==> src/hw/ctm_pkg.sv <==
// package: register map, field positions, reset values and modes of the cascaded timer
package ctm_pkg;

    // register byte offsets on the apb bus
    localparam logic [7:0] CTM_OFF_CTRL   = 8'h00;
    localparam logic [7:0] CTM_OFF_PERIOD = 8'h04;
    localparam logic [7:0] CTM_OFF_DUTY   = 8'h08;
    localparam logic [7:0] CTM_OFF_COUNT  = 8'h0c;
    localparam logic [7:0] CTM_OFF_STATUS = 8'h10;

    // control register fields
    localparam int CTM_CTRL_RUN_POS    = 0;
    localparam int CTM_CTRL_PRESET_POS = 1;
    localparam int CTM_CTRL_MODE_POS   = 2;
    localparam int CTM_CTRL_SRC_POS    = 4;
    localparam int CTM_CTRL_SRC_W      = 3;

    // status register fields
    localparam int CTM_STAT_IRQ_POS = 0;
    localparam int CTM_STAT_FF_POS  = 1;

    // reset values
    localparam logic [31:0] CTM_CTRL_RST   = 32'h0000_0000;
    localparam logic [15:0] CTM_PERIOD_RST = 16'hffff;
    localparam logic [15:0] CTM_DUTY_RST   = 16'h0000;

    localparam int CTM_CNT_W = 16;
    localparam int CTM_PRE_W = 11;

    // source select codes: divide by 2^11, 2^7, 2^5, 2^3, 2, 1, external pin
    localparam logic [2:0] CTM_SRC_DIV11 = 3'h0;
    localparam logic [2:0] CTM_SRC_DIV7  = 3'h1;
    localparam logic [2:0] CTM_SRC_DIV5  = 3'h2;
    localparam logic [2:0] CTM_SRC_DIV3  = 3'h3;
    localparam logic [2:0] CTM_SRC_DIV1  = 3'h4;
    localparam logic [2:0] CTM_SRC_DIV0  = 3'h5;
    localparam logic [2:0] CTM_SRC_EXT   = 3'h6;

    typedef enum logic [1:0] {
        CTM_MODE_EVENT,
        CTM_MODE_PWM,
        CTM_MODE_PGEN,
        CTM_MODE_TIMER
    } ctm_mode_t;

endpackage : ctm_pkg

==> src/hw/ctm_tick_if.sv <==
// interface: count tick from the clock selector to the counter core
`timescale 1ns/1ns
interface ctm_tick_if;
    logic       tick;
    logic       run;
    logic [2:0] src;
    modport sel (input run, input src, output tick);
    modport core (output run, output src, input tick);
endinterface : ctm_tick_if

==> src/hw/ctm_timer.sv <==
// module: cascaded 16-bit timer with event, pwm and pulse generator modes
//
// Local design decisions: the APB interface to the registers and the register offsets.
`timescale 1ns/1ns

module ctm_timer (
    input  wire logic        core_clk,
    input  wire logic        reset_n,
    input  wire logic        psel,
    input  wire logic        penable,
    input  wire logic        pwrite,
    input  wire logic [7:0]  paddr,
    input  wire logic [31:0] pwdata,
    output logic      [31:0] prdata,
    output logic             pready,
    output logic             pslverr,
    input  wire logic        count_input_pin,
    output logic             pwm_output_pin,
    output logic             pulse_gen_output_pin,
    output logic             period_interrupt
);
    import ctm_pkg::*;

    // ------------------------------------------------------------
    // registers
    // ------------------------------------------------------------
    logic                 run_bit_q;
    logic                 flipflop_preset_bit_q;
    ctm_mode_t            mode_q;
    logic [2:0]           src_q;
    logic [15:0]          period_q;
    logic [15:0]          duty_active_q;
    logic [15:0]          duty_shadow_q;
    logic                 duty_pending_q;
    logic [7:0]           count_low_q;
    logic [7:0]           count_high_q;
    logic                 output_flipflop_q;
    logic                 irq_sticky_q;
    logic                 irq_pulse_q;
    logic                 pwm_pin_q;
    logic                 pgen_pin_q;
    logic [31:0]          prdata_q;
    logic                 pready_q;
    logic                 pslverr_q;

    logic                 wr_en;
    logic                 rd_en;
    logic                 addr_ok;
    logic                 tick;
    logic [15:0]          count;
    logic                 low_carry;
    logic                 overflow;
    logic                 duty_hit;
    logic                 period_hit;
    logic                 wrap;
    logic                 toggle;
    logic [31:0]          rd_d;

    ctm_tick_if tk ();

    assign tk.run = run_bit_q;
    assign tk.src = src_q;
    assign tick   = tk.tick;

    ctm_tick_sel u_tick (
        .core_clk        (core_clk),
        .reset_n         (reset_n),
        .count_input_pin (count_input_pin),
        .tk              (tk)
    );

    // ------------------------------------------------------------
    // apb slave: setup phase then access with one wait cycle, answer next edge
    // ------------------------------------------------------------
    function automatic logic is_mapped(input logic [7:0] a);
        is_mapped = (a == CTM_OFF_CTRL) || (a == CTM_OFF_PERIOD) || (a == CTM_OFF_DUTY)
                 || (a == CTM_OFF_COUNT) || (a == CTM_OFF_STATUS);
    endfunction : is_mapped

    // writes are taken in the cycle pready is high, reads one cycle earlier, so each access is one wait cycle
    assign addr_ok = is_mapped(paddr);
    assign wr_en   = psel && penable && pready_q && pwrite && addr_ok;
    assign rd_en   = psel && penable && !pready_q && !pwrite;

    always_ff @(posedge core_clk) begin
        if (!reset_n) begin
            pready_q  <= 1'b0;
            pslverr_q <= 1'b0;
        end else begin
            pready_q  <= psel && penable && !pready_q;
            pslverr_q <= psel && penable && !pready_q && !addr_ok;
        end
    end

    always_comb begin
        rd_d = 32'h0000_0000;
        case (paddr)
            CTM_OFF_CTRL: begin
                rd_d[CTM_CTRL_RUN_POS]    = run_bit_q;
                rd_d[CTM_CTRL_PRESET_POS] = flipflop_preset_bit_q;
                rd_d[CTM_CTRL_MODE_POS +: 2] = mode_q;
                rd_d[CTM_CTRL_SRC_POS +: CTM_CTRL_SRC_W] = src_q;
            end
            CTM_OFF_PERIOD: rd_d[15:0] = period_q;
            // a pending pwm write stays invisible until the counter overflow wrap loads it
            CTM_OFF_DUTY: rd_d[15:0] = duty_active_q;
            CTM_OFF_COUNT: rd_d[15:0] = count;
            CTM_OFF_STATUS: begin
                rd_d[CTM_STAT_IRQ_POS] = irq_sticky_q;
                rd_d[CTM_STAT_FF_POS]  = output_flipflop_q;
            end
            default: rd_d = 32'h0000_0000;
        endcase
    end

    always_ff @(posedge core_clk) begin
        if (!reset_n) begin
            prdata_q <= 32'h0000_0000;
        end else if (rd_en) begin
            prdata_q <= rd_d;
        end
    end

    // ------------------------------------------------------------
    // control and compare registers
    // ------------------------------------------------------------
    always_ff @(posedge core_clk) begin
        if (!reset_n) begin
            run_bit_q             <= CTM_CTRL_RST[CTM_CTRL_RUN_POS];
            flipflop_preset_bit_q <= CTM_CTRL_RST[CTM_CTRL_PRESET_POS];
            mode_q                <= CTM_MODE_EVENT;
            src_q                 <= CTM_CTRL_RST[CTM_CTRL_SRC_POS +: CTM_CTRL_SRC_W];
        end else if (wr_en && paddr == CTM_OFF_CTRL) begin
            run_bit_q             <= pwdata[CTM_CTRL_RUN_POS];
            flipflop_preset_bit_q <= pwdata[CTM_CTRL_PRESET_POS];
            mode_q                <= ctm_mode_t'(pwdata[CTM_CTRL_MODE_POS +: 2]);
            src_q                 <= pwdata[CTM_CTRL_SRC_POS +: CTM_CTRL_SRC_W];
        end
    end

    // no shadow: a new period takes effect at the next compare
    always_ff @(posedge core_clk) begin
        if (!reset_n) begin
            period_q <= CTM_PERIOD_RST;
        end else if (wr_en && paddr == CTM_OFF_PERIOD) begin
            period_q <= pwdata[15:0];
        end
    end

    // the written value sits in the shadow; in pwm while running it waits for the wrap
    always_ff @(posedge core_clk) begin
        if (!reset_n) begin
            duty_shadow_q  <= CTM_DUTY_RST;
            duty_pending_q <= 1'b0;
        end else if (wr_en && paddr == CTM_OFF_DUTY) begin
            duty_shadow_q  <= pwdata[15:0];
            duty_pending_q <= (mode_q == CTM_MODE_PWM) && run_bit_q;
        end else if (wrap) begin
            duty_pending_q <= 1'b0;
        end
    end

    always_ff @(posedge core_clk) begin
        if (!reset_n) begin
            duty_active_q <= CTM_DUTY_RST;
        end else if (wr_en && paddr == CTM_OFF_DUTY
                     && !(mode_q == CTM_MODE_PWM && run_bit_q)) begin
            duty_active_q <= pwdata[15:0];
        end else if (wrap && duty_pending_q) begin
            duty_active_q <= duty_shadow_q;
        end
    end

    // ------------------------------------------------------------
    // cascaded counter and compare
    // ------------------------------------------------------------
    assign count     = {count_high_q, count_low_q};
    assign low_carry = tick && (count_low_q == 8'hff);
    assign overflow  = tick && (count == 16'hffff);
    assign duty_hit  = tick && ({count_high_q, count_low_q} + 16'h0001 == duty_active_q);
    assign period_hit = tick && (count + 16'h0001 == period_q);

    always_comb begin
        case (mode_q)
            CTM_MODE_EVENT, CTM_MODE_TIMER: wrap = period_hit;
            CTM_MODE_PWM:   wrap = overflow;
            CTM_MODE_PGEN:  wrap = period_hit;
            default:        wrap = 1'b0;
        endcase
    end

    always_comb begin
        case (mode_q)
            CTM_MODE_PWM, CTM_MODE_PGEN: toggle = duty_hit ^ wrap;
            default:                     toggle = 1'b0;
        endcase
    end

    // stopping clears the count but the flip-flop keeps its level
    always_ff @(posedge core_clk) begin
        if (!reset_n || !run_bit_q) begin
            count_low_q  <= 8'h00;
            count_high_q <= 8'h00;
        end else if (wrap) begin
            count_low_q  <= 8'h00;
            count_high_q <= 8'h00;
        end else if (tick) begin
            count_low_q  <= count_low_q + 8'h01;
            count_high_q <= low_carry ? count_high_q + 8'h01 : count_high_q;
        end
    end

    // ------------------------------------------------------------
    // output flip-flop, pins and interrupt
    // ------------------------------------------------------------
    always_ff @(posedge core_clk) begin
        if (!reset_n) begin
            output_flipflop_q <= 1'b0;
        end else if (wr_en && paddr == CTM_OFF_CTRL && !run_bit_q
                     && !pwdata[CTM_CTRL_RUN_POS]) begin
            output_flipflop_q <= pwdata[CTM_CTRL_PRESET_POS];
        end else if (run_bit_q && toggle) begin
            output_flipflop_q <= ~output_flipflop_q;
        end
    end

    // pins follow the inverted flip-flop, so a stop leaves them where they were
    always_ff @(posedge core_clk) begin
        if (!reset_n) begin
            pwm_pin_q  <= 1'b1;
            pgen_pin_q <= 1'b1;
        end else begin
            pwm_pin_q  <= ~output_flipflop_q;
            pgen_pin_q <= ~output_flipflop_q;
        end
    end

    // sticky status: a wrap in the clearing write's cycle wins
    always_ff @(posedge core_clk) begin
        if (!reset_n) begin
            irq_sticky_q <= 1'b0;
            irq_pulse_q  <= 1'b0;
        end else begin
            irq_pulse_q <= run_bit_q && wrap;
            if (run_bit_q && wrap) begin
                irq_sticky_q <= 1'b1;
            end else if (wr_en && paddr == CTM_OFF_STATUS && pwdata[CTM_STAT_IRQ_POS]) begin
                irq_sticky_q <= 1'b0;
            end
        end
    end

    assign prdata               = prdata_q;
    assign pready               = pready_q;
    assign pslverr              = pslverr_q;
    assign pwm_output_pin       = pwm_pin_q;
    assign pulse_gen_output_pin = pgen_pin_q;
    assign period_interrupt     = irq_pulse_q;

endmodule : ctm_timer

==> src/hw/ctm_tick_sel.sv <==
// module: prescaler and external pin edge detector that make the count tick
`timescale 1ns/1ns
module ctm_tick_sel (
    input  wire logic core_clk,
    input  wire logic reset_n,
    input  wire logic count_input_pin,
    ctm_tick_if.sel   tk
);
    import ctm_pkg::*;

    logic [CTM_PRE_W-1:0] pre_q;
    logic [CTM_PRE_W-1:0] pre_d;
    logic                 pin_s1_q;
    logic                 pin_s2_q;
    logic                 pin_s3_q;

    assign pre_d = pre_q + {{(CTM_PRE_W-1){1'b0}}, 1'b1};

    // prescaler restarts while stopped so the first period is a full one
    always_ff @(posedge core_clk) begin
        if (!reset_n || !tk.run) begin
            pre_q <= '0;
        end else begin
            pre_q <= pre_d;
        end
    end

    always_ff @(posedge core_clk) begin
        if (!reset_n) begin
            pin_s1_q <= 1'b1;
            pin_s2_q <= 1'b1;
            pin_s3_q <= 1'b1;
        end else begin
            pin_s1_q <= count_input_pin;
            pin_s2_q <= pin_s1_q;
            pin_s3_q <= pin_s2_q;
        end
    end

    // a carry out of bit n marks one tick every 2^(n+1) clocks
    // the bit index arrives at run time, so a mask replaces a variable part-select
    function automatic logic carry_at(input logic [CTM_PRE_W-1:0] p, input int n);
        logic [CTM_PRE_W-1:0] mask;
        mask     = CTM_PRE_W'((1 << (n + 1)) - 1);
        carry_at = ((p & mask) == mask);
    endfunction : carry_at

    always_comb begin
        case (tk.src)
            CTM_SRC_DIV11: tk.tick = tk.run && carry_at(pre_q, 10);
            CTM_SRC_DIV7:  tk.tick = tk.run && carry_at(pre_q, 6);
            CTM_SRC_DIV5:  tk.tick = tk.run && carry_at(pre_q, 4);
            CTM_SRC_DIV3:  tk.tick = tk.run && carry_at(pre_q, 2);
            CTM_SRC_DIV1:  tk.tick = tk.run && carry_at(pre_q, 0);
            CTM_SRC_DIV0:  tk.tick = tk.run;
            CTM_SRC_EXT:   tk.tick = tk.run && pin_s3_q && !pin_s2_q;
            default:       tk.tick = 1'b0;
        endcase
    end

endmodule : ctm_tick_sel

==> config.mk <==
export PLATFORM = sky130hd
export DESIGN_NAME = ctm_timer
export DESIGN_NICKNAME = d
export VERILOG_FILES = /design/src/hw/ctm_pkg.sv /design/src/hw/ctm_tick_if.sv /design/src/hw/ctm_timer.sv /design/src/hw/ctm_tick_sel.sv
export SDC_FILE = /design/constraint.sdc
export NUM_CORES = 1
export LEC_CHECK = 0
export BUFFER_PORTS_ARGS = -buffer_cell sky130_fd_sc_hd__buf_2
export CAP_MARGIN = 25
export CORE_ASPECT_RATIO = 0.8
export CORE_UTILIZATION = 40
export DETAILED_ROUTE_END_ITERATION = 8
export PLACE_DENSITY_LB_ADDON = 0.1
export SLEW_MARGIN = 20
export SYNTH_ARGS = -nofsm -noshare
export SYNTH_HDL_FRONTEND = slang
export SYNTH_SLANG_ARGS = --single-unit
==> constraint.sdc <==
create_clock -name core_clk -period 2.9 [get_ports core_clk]
set_input_delay 0.435 -clock core_clk [delete_from_list [all_inputs] [get_ports core_clk]]
set_output_delay 0.435 -clock core_clk [all_outputs]
set_load 0.02 [all_outputs]
# After elaboration in Yosys (flattened, before gate mapping)
# Cells that the tools add are included.
[word_totals]
out_inout_bits = 37
input_bits = 46
elab_cells = 116
regBits = 108
[classes]
addsub = 4
n_eq_ne = 21
n_reduce_logical = 54
bitwise = 2
muxes = 14
[op_table]
columns = ["operator", "count"]
rows = [
  ["16-bit == test", 2],
  ["16-bit two-way mux", 2],
  ["1-bit logical AND", 30],
  ["9-bit one-hot mux with 3 select lines", 1],
  ["5-bit one-hot mux with 4 select lines", 1],
  ["16-bit by 1-bit adder with 16-bit output (second input constant)", 1],
  ["8-bit by 1-bit adder with 8-bit output (second input constant)", 2],
  ["16-bit == test (second input constant)", 1],
  ["8-bit by 4-bit == test with 1-bit output (second input constant)", 2],
  ["3-bit == test (second input constant)", 4],
  ["11-bit by 1-bit adder with 11-bit output (second input constant)", 1],
  ["11-bit == test (second input constant)", 1],
  ["2-bit one-hot mux with 5 select lines", 1],
  ["8-bit by 3-bit == test with 1-bit output (second input constant)", 1],
  ["8-bit by 5-bit == test with 1-bit output (second input constant)", 1],
  ["8-bit == test (second input constant)", 1],
  ["1-bit logical NOT", 8],
  ["8-bit logical NOT", 1],
  ["2-bit nonzero test", 4],
  ["7-bit == test (second input constant)", 1],
  ["1-bit two-way mux", 7],
  ["1-bit one-hot mux with 7 select lines", 1],
  ["3-bit by 2-bit == test with 1-bit output (second input constant)", 2],
  ["5-bit == test (second input constant)", 1],
  ["other kinds (12)", 18],
]

# Depth between registers and ports, before layout
# Gate-level depths: netlist of the first run.
[depth]
ltp_word = 10
mapped_depth = 13
mapped_depth_nobuf = 11

# By module
# Synthesis of the first run repeated with hierarchy kept, for this count alone.
[hier_totals]
cells_unflattened = 722
hier_area_um2 = 6045.8
[by_module_without_submodules]
columns = ["module", "cells_each", "area_each_um2", "seq_area_each_um2", "n_inst"]
rows = [
  ["ctm_timer", 657, 5435.2, 1881.8, 1],
  ["ctm_tick_sel", 65, 610.6, 280.3, 1],
]

# Least setup slack after synthesis of the first run
# OpenSTA, ideal clock, no wires.
[synth_path]
kind = "flip-flop to flip-flop"
start = "reg count_low_q[0]"
end = "reg duty_active_q[10]"
required_time_ns = 2.767
setup_ns = 0.133
stages_incl_launch_ff = 13
slack_ns = 0.176
n_path_buf = 3
period_less_slack_ns = 2.724
arrival_ns = 2.591
cell_sequence = "dfxtp_1 -> buf_2 -> nand4_2 -> buf_2 -> nor4_2 -> xor2_1 -> a211oi_1 -> nand4_1 -> o32ai_2 -> nand3_4 -> buf_6 -> mux2i_1 -> a21oi_1"
[synth_between]
elab_chain_len = 6
elab_cells_between_ends = 8
cone_classes = "1 x add/sub; 2 x eq/ne; 1 x mux; 4 x reduce/logical"
[synth_lines]
columns = ["item", "line", "text"]
rows = [
  ["start, declared", "ctm_timer.sv:35", "logic [7:0] count_low_q;"],
  ["start signal, assigned", "ctm_timer.sv:208", "count_low_q <= count_low_q + 8'h01;"],
  ["16-bit by 1-bit adder with 16-bit output", "ctm_timer.sv:181", "assign period_hit = tick && (count + 16'h0001 == period_q);"],
  ["16-bit == test", "ctm_timer.sv:181", ""],
  ["1-bit logical AND", "ctm_timer.sv:181", ""],
  ["1-bit one-hot mux with 2 select lines (*)", "ctm_timer.sv:184", "case (mode_q)"],
  ["1-bit logical AND (*)", "ctm_timer.sv:169", "end else if (wrap && duty_pending_q) begin"],
  ["2-bit nonzero test (no source line) (*)", "n/a", ""],
  ["end signal, assigned", "ctm_timer.sv:168", "duty_active_q <= pwdata[15:0];"],
  ["end signal, assigned", "ctm_timer.sv:170", "duty_active_q <= duty_shadow_q;"],
  ["end, declared", "ctm_timer.sv:32", "logic [15:0] duty_active_q;"],
]
# Every way passes the cells marked *; elsewhere a longest branch is shown, timed or not.
# A chain may end at the register's enable or synchronous reset.

# Worst setup path in the final report of the first run
[layout_path]
start = "reg count_low_q[0]"
end = "reg duty_active_q[14]"
# The elaborated chain is that of the path after synthesis.

==> impl_metrics.yaml, run 1 <==
outcome:
  status: "finished, final reports clean"
min_path:
  whs_endpoint: "u_tick.pin_s1_q"
  worstHoldPathCells: 2
  worstHoldStart: "count_input_pin"
  worstHoldPathType: "in -> reg"
setup_path:
  endpoint_kind: "register"
  crit_family: "simple AND/OR/NAND/NOR gates"
  r2r-end: "duty_active_q[14]"
  worstRegToRegCells: 13
  max_stage_delay_ps: 390
  rr_startpoint: "count_low_q[0]"
  path_class: "reg -> reg"
  reg2reg_slack_ps: 130
  cp_cell_sequence: "ha_4 > buf_4 > nand4_1 > nor3_2 > buf_4 > xnor2_1 > nor2_1 > nand4b_1 > o32ai_4 > nand3_4 > buf_12 > mux2i_1 > a21oi_1"
  crit_path_start_kind: "register"
  critical_path_required_ps: 3140
  crit_top_cell: "buf_4"
  cp_data_arrival_time_ps: 3020
  cpMaxStageDelayCell: "dfxtp_4"
  critPathBufInv: 3
  critical_path.startpoint: "count_low_q[0]"
  crit_fanout: 5
final_layout:
  nets: 843
  stdcell_count: 975
  syn2layout_area_growth_pct: 22.75
  fin_util_pct: 51.44
  n_antenna_cell: 0
  layout-drive-gt1-share_pct: 25.16
drt:
  totalWireLength_um: 16780
  postRouteAntennaNets: 0
  drt_iter0_drc: 313
  drt-pass1-iter-count: 4
  via_per_inst: 5.397
  routedWlPerCell_um: 17.21
  num_vias: 5262
  drc: 0
synthesis:
  synth_top_area_share_pct: 37.29
  syn_area_per_cell_um2: 8.189
  syn_inst: 708
  synth_area_leaders: "dfxtp_1, nand2_1, a21oi_1"
  yosysUniqueCellTypes: 60
  yosysSeqAreaShare_pct: 37.29
  synth_top_flop_cell: "dfxtp_1"
  synth_area_mm2: 0.005798
  synth_enable_flop_cells: 0
  synth-seq-cells: 108
  async_flop_share_pct: 0
  yosys_warnings: 0
  yosys.area.top_type: "dfxtp_1"
power:
  power.density_mw_per_mm2: 395.4
  power_leakage_nw: 2.808
  vdd_drop_max_uv: 369.6
  p_int_mw: 2.135
  comb_power_share_pct: 4.6
  pwr-share-clk_pct: 42.7
  p_sw_share_pct: 24.15
  power.total_mw: 2.814
  p_switching_mw: 0.6795
  pwr-share-seq_pct: 52.7
floorplan:
  core_area_mm2: 0.01384
  die_area_mm2: 0.01498
  start_util_pct: 41.91
  row_count: 38
  dieHeight_um: 109.7
  io_pins: 83
  die_x_um: 136.6
clocking:
  max-clock-path-buffers: 2
  clock_latency_ps: 360
  cts_sinks: 108
  hold_buffers: 0
  htree_levels: 3
  cts_tree: "built"
  clkTransAtPathRegs_ps: 70
  numCtsBuffers: 9
  clock-root-buffer: "clkbuf_16"
sta:
  fin_ws_ps: 126.0
  worstMarginPinSlew_ps: 813.7
  slew_headroom_pct: 45.75
  fin_crit_sh_pct: 95.65
  fin_crit_ps: 2774
  skew_ps: 7.433
  hold_ws_ps: 261.3
  hold_viol_final: 0
  grt_setup_unrepaired: "true"
  setup_viol: 0
  slew_viol_final: 0
  max_freq_mhz: 360.5
grt:
  antenna_found_initial: 0
  overflow: 0
  grt_max_degree: 30
  track_usage_pct: 23.32
  grt_pass1_wl_um: 26390
  grt_pass1_vias: 4945
placed_design:
  io_buffers: 50
  place_congestion: 0.9298
  dp.cells: 953
  hpwl_um: 12740
  pre_cts_ws_ps: -30.66
flow_run:
  max_cap_viol_count: 0
==> sequential cells by signal, summed over array words and instances (netlist names), 3 cells and up <==
signal / flops
count_high_q: 8
count_low_q: 8
duty_active_q: 16
duty_shadow_q: 16
period_q: 16
prdata: 16
src_q: 3
u_tick.pre_q: 11
==> cells in the final DEF, fill, tap and decap left out, types with 3 or more instances in the layout <==
cell          n
a21oi_1      76
a22oi_1       9
and2_1        3
and3_1        9
buf_12        3
buf_2        50
buf_4        68
clkbuf_16    10
clkinvlp_4    3
conb_1       16
dfxtp_1      98
dfxtp_2       8
ha_1          5
inv_1         8
mux2_2        9
mux2i_1      17
mux4_2        7
nand2_1     102
nand2b_1      8
nand3_1      46
nand3_4       3
nand3b_1      5
nand4_1       9
nor2_1       50
nor2b_1       5
nor3_1       17
nor3_2        4
nor4_2        3
nor4_4        3
o21ai_0      22
o221ai_1      3
or3_1         7
xnor2_1      28
xor2_1       24
==> repair_timing <==
action | CTS | global route
gates resized for setup | 1 | 51
endpoints found under the hold margin | 0 | 0
cloned | 0 | 1
setup buffers | 0 | 5
setup endpoints to repair | 1 | 35
pin swaps | 0 | 20
==> cell families (layout without fill, tap and decap cells) <==
group                      count (synthesis)  after routing  share of synthesized area [%]
and+or+nand+nor                          292            292                          24.88
adders and majority gates                  7              7                          1.511
muxes                                     35             35                          7.747
buffers and inverters                     75            147                          6.409
DFF                                      108            108                          37.29
AOI/OAI and AO/OA                        133            133                          13.25
xor gates and xnor gates                  57             57                          8.848
other                                      1             16                        0.06468
==> metrics by stage <==
stage	TNS [ps]	instance area [um2]
6_report	0	7117
5_1_grt	-234.1	7117
4_1_cts	0	6819
3_5_place_dp	-30.66	6525
3_3_place_gp	-5.890	6525
2_1_floorplan	0	5854
==> worst reg2reg max path, cell delays in order (launching register included) <==
cell and delay (ps):
dfxtp_4 390, ha_4 160, buf_4 110, nand4_1 240, nor3_2 230, buf_4 170
xnor2_1 120, nor2_1 120, nand4b_1 160, o32ai_4 330, nand3_4 170, buf_12 180
mux2i_1 170, a21oi_1 100
==> cells in the mapped netlist (10+ instances only) <==
master / instances
o21ai_0: 23
nand2_1: 102
xnor2_1: 31
nor3_1: 20
nand3_1: 49
a21oi_1: 76
buf_2: 12
clkbuf_1: 31
mux2i_1: 19
and3_1: 10
dfxtp_1: 108
nor2_1: 51
xor2_1: 25
buf_4: 18
==> power groups by stage <==
stage | clock [mW] | combinational (mW) | sequential [mW]
4_1_cts | 1.23 | 0.129 | 1.49
3_5_place_dp | 0 | 0.129 | 1.52
5_1_grt | 1.28 | 0.141 | 1.48
2_1_floorplan | 0 | 0.0939 | 1.52
3_3_place_gp | 0 | 0.128 | 1.52
6_report | 1.20 | 0.130 | 1.48
==> layer usage <==
metal	vias to the layer above	track usage [%]	wire [um]
li1	2603	-	-
met1	2512	31.56	7886
met2	122	37.93	7852
met3	25	3.458	740
met4	0	7.857	301
met5	-	0	0
==> how the worst max path moves through the flow <==
| stage | endpoint | slack, ps | depth (start not counted) |
|---|---|---|---|
| 2_1_floorplan | duty_active_q[10] | 180 | 12 |
| 3_3_place_gp | output_flipflop_q | -6 | 11 |
| 3_5_place_dp | output_flipflop_q | -30 | 11 |
| 4_1_cts | count_high_q[4] | 20 | 10 |
| 5_1_grt | duty_active_q[15] | -30 | 10 |
| 6_report | duty_active_q[14] | 130 | 13 |
==> layout make-up <==
cell class                      count  area [um2]
Fill cell                        1339        6719
Multi-Input combinational cell    540        3546
Sequential cell                   108        2180
Timing Repair Buffer              122       845.8
Clock buffer                       10       239.0
Tap cell                          180       225.2
Clock inverter                      6       47.55
Inverter                            9       33.78
(Power assumes the default switching activity.)
==> inputs of run 2 (changes only) <==
--- a/config.mk
+++ b/config.mk
@@ -10,7 +10,7 @@
 export CORE_ASPECT_RATIO = 0.8
 export CORE_UTILIZATION = 40
 export DETAILED_ROUTE_END_ITERATION = 8
-export PLACE_DENSITY_LB_ADDON = 0.1
+export PLACE_DENSITY = 0.72
 export SLEW_MARGIN = 20
 export SYNTH_ARGS = -nofsm -noshare
 export SYNTH_HDL_FRONTEND = slang
==> impl_metrics.yaml, run 2 (synthesis gave the netlist of run 1 again) <==
drt:
  drt_iter0_drc: 662
  num_vias: 5283
  drt-pass1-iter-count: 5
  via_per_inst: 5.446
  drc: 0
  routedWlPerCell_um: 15.80
  postRouteAntennaNets: 0
  totalWireLength_um: 15330
final_layout:
  nets: 838
  syn2layout_area_growth_pct: 19.77
  stdcell_count: 970
  regArea_mm2: 0.002177
  layout_commonest_cell: "nand2_1"
  final_cell_mix: "nand2_1, dfxtp_1, a21oi_1"
  layout-drive-gt1-share_pct: 23.42
  n_antenna_cell: 0
  fillers: 1300
  multiInputGateArea_mm2: 0.003436
floorplan:
  dieHeight_um: 109.7
  row_count: 38
  core_area_mm2: 0.01384
  die_x_um: 136.6
  start_util_pct: 41.91
  io_pins: 83
  die_area_mm2: 0.01498
power:
  vdd_drop_max_uv: 324.8
  comb_power_share_pct: 4.6
  p_switching_mw: 0.7021
  pwr-share-seq_pct: 52.6
  p_int_mw: 2.122
  power_leakage_nw: 2.797
  pwr-share-clk_pct: 42.9
  p_sw_share_pct: 24.86
  power.density_mw_per_mm2: 406.7
sta:
  slew_headroom_pct: 42.90
  setup_viol: 0
  hold_viol_final: 0
  fin_crit_ps: 2841
  fin_ws_ps: 59.22
  worstMarginPinSlew_ps: 856.4
  max_freq_mhz: 352.0
  tns_ps: 0
  fin_crit_sh_pct: 97.96
  skew_ps: 14.86
  slew_viol_final: 0
grt:
  antenna_found_initial: 0
  grt_max_degree: 26
  overflow: 0
  track_usage_pct: 20.99
  grt_pass1_vias: 4712
  grt_pass1_wl_um: 24140
placed_design:
  dp.cells: 949
  hpwl_um: 11470
  pre_cts_ws_ps: 14.76
  io_buffers: 50
  place_congestion: 0.9462
outcome:
  status: "finished, final reports clean"
clocking:
  hold_buffers: 0
  clock-root-buffer: "clkbuf_16"
  htree_levels: 3
  clock_latency_ps: 360
  cts_tree: "built"
  numCtsBuffers: 9
  clkTransAtPathRegs_ps: 80
  cts_sinks: 108
  max-clock-path-buffers: 2
flow_run:
  max_cap_viol_count: 0
setup_path:
  cp_cell_sequence: "ha_2 > xnor2_2 > xor2_1 > o2111ai_1 > or4_1 > nor4_1 > nand4_1 > xor2_1 > or4_1 > nand3_1"
  crit_path_start_kind: "register"
  crit_family: "simple AND/OR/NAND/NOR gates"
  cp_data_arrival_time_ps: 3150
  endpoint_kind: "register"
  critPathBufInv: 0
  max_stage_delay_ps: 520
  cpMaxStageDelayCell: "or4_1"
  path_class: "reg -> reg"
  critical_path_required_ps: 3210
  crit_fanout: 5
min_path:
  worstHoldPathType: "in -> reg"
## run 2: area by class of cell
class	count	share of cell area, %
clock buffers	9	3.243
clock inverters	7	0.8108
inverters	9	0.4865
multi-input cells	540	49.48
flip-flops and latches	108	31.35
well taps	180	3.243
repair buffers	117	11.39
## run 2: path summary, 6_finish.rpt
| path | from | slack, ps | end | depth (start not counted) |
|---|---|---|---|---|
| max | count_low_q[0] | 60 | output_flipflop_q | 10 |
| max reg2reg | count_low_q[0] | 60 | output_flipflop_q | 10 |
| min | count_input_pin | 250 | u_tick.pin_s1_q | 2 |
| min reg2reg | u_tick.pin_s1_q | 420 | u_tick.pin_s2_q | 1 |
## run 2: power groups by stage
stage                     sequential [mW]  clock (mW)  combinational [mW]
final                                1.48        1.21               0.129
after CTS                            1.49        1.23               0.128
after global placement               1.52           0               0.127
after floorplan                      1.52           0              0.0939
after detailed placement             1.52           0               0.127
after global routing                 1.48        1.28               0.140
## run 2: repair_timing
item | 4_1_cts | 5_1_grt
setup buffers | 0 | 5
setup endpoints to repair | 14 | 35
pin swaps | 0 | 9
gates resized for setup | 1 | 31
## run 2: layer usage
layer / vias to the layer above / global-route usage [%] / share of wire (%)
li1: 2603 / - / -
met1: 2442 / 30.59 / 48
met2: 218 / 30.35 / 42
met3: 20 / 5.071 / 8.5
met4: 0 / 5.952 / 1.3
met5: - / 0 / 0
## run 2: per-stage QoR
stage | total power [mW] | hold slack [ps] | util [%] | instance area (um2)
3_3_place_gp | 1.647 | 399.4 | 46.94 | 6495
6_report | 2.824 | 254.7 | 50.19 | 6944
5_1_grt | 2.904 | 276.7 | 50.19 | 6944
2_1_floorplan | 1.616 | 386.3 | - | 5854
3_5_place_dp | 1.647 | 396.5 | 46.94 | 6495
4_1_cts | 2.839 | 253.9 | 49.02 | 6783
==> inputs of run 3 (changes only) <==
--- a/config.mk
+++ b/config.mk
@@ -10,7 +10,7 @@
 export CORE_ASPECT_RATIO = 0.8
 export CORE_UTILIZATION = 40
 export DETAILED_ROUTE_END_ITERATION = 8
-export PLACE_DENSITY = 0.72
+export PLACE_DENSITY_LB_ADDON = 0.08
 export SLEW_MARGIN = 20
 export SYNTH_ARGS = -nofsm -noshare
 export SYNTH_HDL_FRONTEND = slang
==> impl_metrics.yaml, run 3 (synthesis gave the netlist of run 1 again) <==
grt:
  grt_pass1_wl_um: 25550
  grt_max_degree: 43
  overflow: 0
  antenna_found_initial: 0
  track_usage_pct: 22.77
  grt_pass1_vias: 4846
power:
  pwr-share-seq_pct: 51.7
  pwr-share-clk_pct: 43.8
  p_int_mw: 2.218
  vdd_drop_max_uv: 475.4
  p_switching_mw: 0.6532
  comb_power_share_pct: 4.5
  power.total_mw: 2.871
  power_leakage_nw: 2.753
  power.density_mw_per_mm2: 415.0
  p_sw_share_pct: 22.75
placed_design:
  place_congestion: 0.9075
  dp.cells: 949
  hpwl_um: 12340
  io_buffers: 50
  pre_cts_ws_ps: -13.17
sta:
  setup_viol: 0
  tns_ps: 0
  fin_ws_ps: 137.5
  grt_setup_unrepaired: "false"
  slew_headroom_pct: 47.00
  fin_crit_ps: 2762
  fin_crit_sh_pct: 95.26
  worstMarginPinSlew_ps: 795.1
  hold_viol_final: 0
  max_freq_mhz: 362.0
  slew_viol_final: 0
  skew_ps: 10.06
final_layout:
  fillers: 1359
  n_antenna_cell: 0
  fin_util_pct: 50.01
  layout-drive-gt1-share_pct: 22.21
  layout_commonest_cell: "dfxtp_1"
  nets: 836
  syn2layout_area_growth_pct: 19.34
  stdcell_count: 968
  final_cell_mix: "dfxtp_1, nand2_1, a21oi_1"
clocking:
  clock_latency_ps: 350
  cts_sinks: 108
  cts_tree: "built"
  numCtsBuffers: 9
  htree_levels: 3
  max-clock-path-buffers: 2
  clock-root-buffer: "clkbuf_16"
  clkTransAtPathRegs_ps: 70
floorplan:
  die_area_mm2: 0.01498
  dieHeight_um: 109.7
  die_x_um: 136.6
  start_util_pct: 41.91
  io_pins: 83
  row_count: 38
  core_area_mm2: 0.01384
setup_path:
  critical_path_required_ps: 3190
  path_class: "reg -> reg"
  crit_fanout: 8
  cp_data_arrival_time_ps: 3060
  crit_path_start_kind: "register"
  endpoint_kind: "register"
drt:
  drc: 0
  postRouteAntennaNets: 0
  drt_iter0_drc: 305
  num_vias: 5249
  routedWlPerCell_um: 16.94
  drt-pass1-iter-count: 5
  via_per_inst: 5.423
  totalWireLength_um: 16400
outcome:
  status: "finished, final reports clean"
min_path:
  worstHoldPathType: "in -> reg"
flow_run:
  max_cap_viol_count: 0
[run 3: cell types whose count changed in the layout (fill, tap and decap cells not counted), moves of 3 or more]
cell     before  now
nand3_2       4    1
dfxtp_1      98  104
inv_6         4    1
nand3_1      46   49
dfxtp_2       9    2
[run 3: per-stage QoR]
step | instance area, um2 | hold WS (ps)
final | 6919 | 278.3
after global routing | 6919 | 275.1
after CTS | 6775 | 262.7
after global placement | 6470 | 399.8
after detailed placement | 6470 | 418.6
after floorplan | 5854 | 386.3
[run 3: power by group through the flow]
stage | Clock, mW | Combinational (mW) | Sequential, mW
2_1_floorplan | 0 | 0.0939 | 1.52
3_3_place_gp | 0 | 0.127 | 1.52
3_5_place_dp | 0 | 0.129 | 1.52
4_1_cts | 1.30 | 0.129 | 1.49
5_1_grt | 1.36 | 0.142 | 1.48
6_report | 1.26 | 0.131 | 1.48
[run 3: final timing paths]
kind / endpoint / slack, ps / cells past startpoint / startpoint
max: output_flipflop_q / 140 / 12 / count_low_q[7]
min: u_tick.pin_s1_q / 280 / 2 / count_input_pin
max reg2reg: output_flipflop_q / 140 / 12 / count_low_q[7]
min reg2reg: pulse_gen_output_pin / 440 / 1 / output_flipflop_q
[run 3: routing by layer]
metal / routed length [um] / track usage (%) / share of wire (%) / up-vias
met2: 7630 / 37.09 / 47 / 120
met4: 197 / 5.794 / 1.2 / 0
met1: 7924 / 31.06 / 48 / 2525
met5: 0 / 0 / 0 / -
met3: 643 / 4.057 / 3.9 / 13
li1: - / - / - / 2591
[run 3: critical path, cell delays in order, from the launching register on]
cell and delay [ps]:
dfxtp_1 390, buf_4 190, inv_1 100, nor4_1 290, buf_4 180, xnor2_1 150
xor2_1 250, o221ai_1 180, o31ai_2 190, buf_4 150, xor2_1 110, or4_1 420
nand3_1 100
[run 3: timing repair]
action                     CTS  global route
pin swaps                    0             5
setup buffers                0             3
gates resized for setup      2            25
setup endpoints to repair    1            36
cloned                       0             0
hold buffers                 0             0
[run 3: final cells by class]
cell class / instances / area, um2 / share of cell area (%)
multi-input combinational: 540 / 3432 / 49.60
clock inverter: 5 / 58.81 / 0.8499
tap: 180 / 225.2 / 3.255
clock buffer: 11 / 242.7 / 3.508
inverter: 9 / 33.78 / 0.4882
timing repair buffer: 115 / 754.5 / 10.90
sequential: 108 / 2172 / 31.39
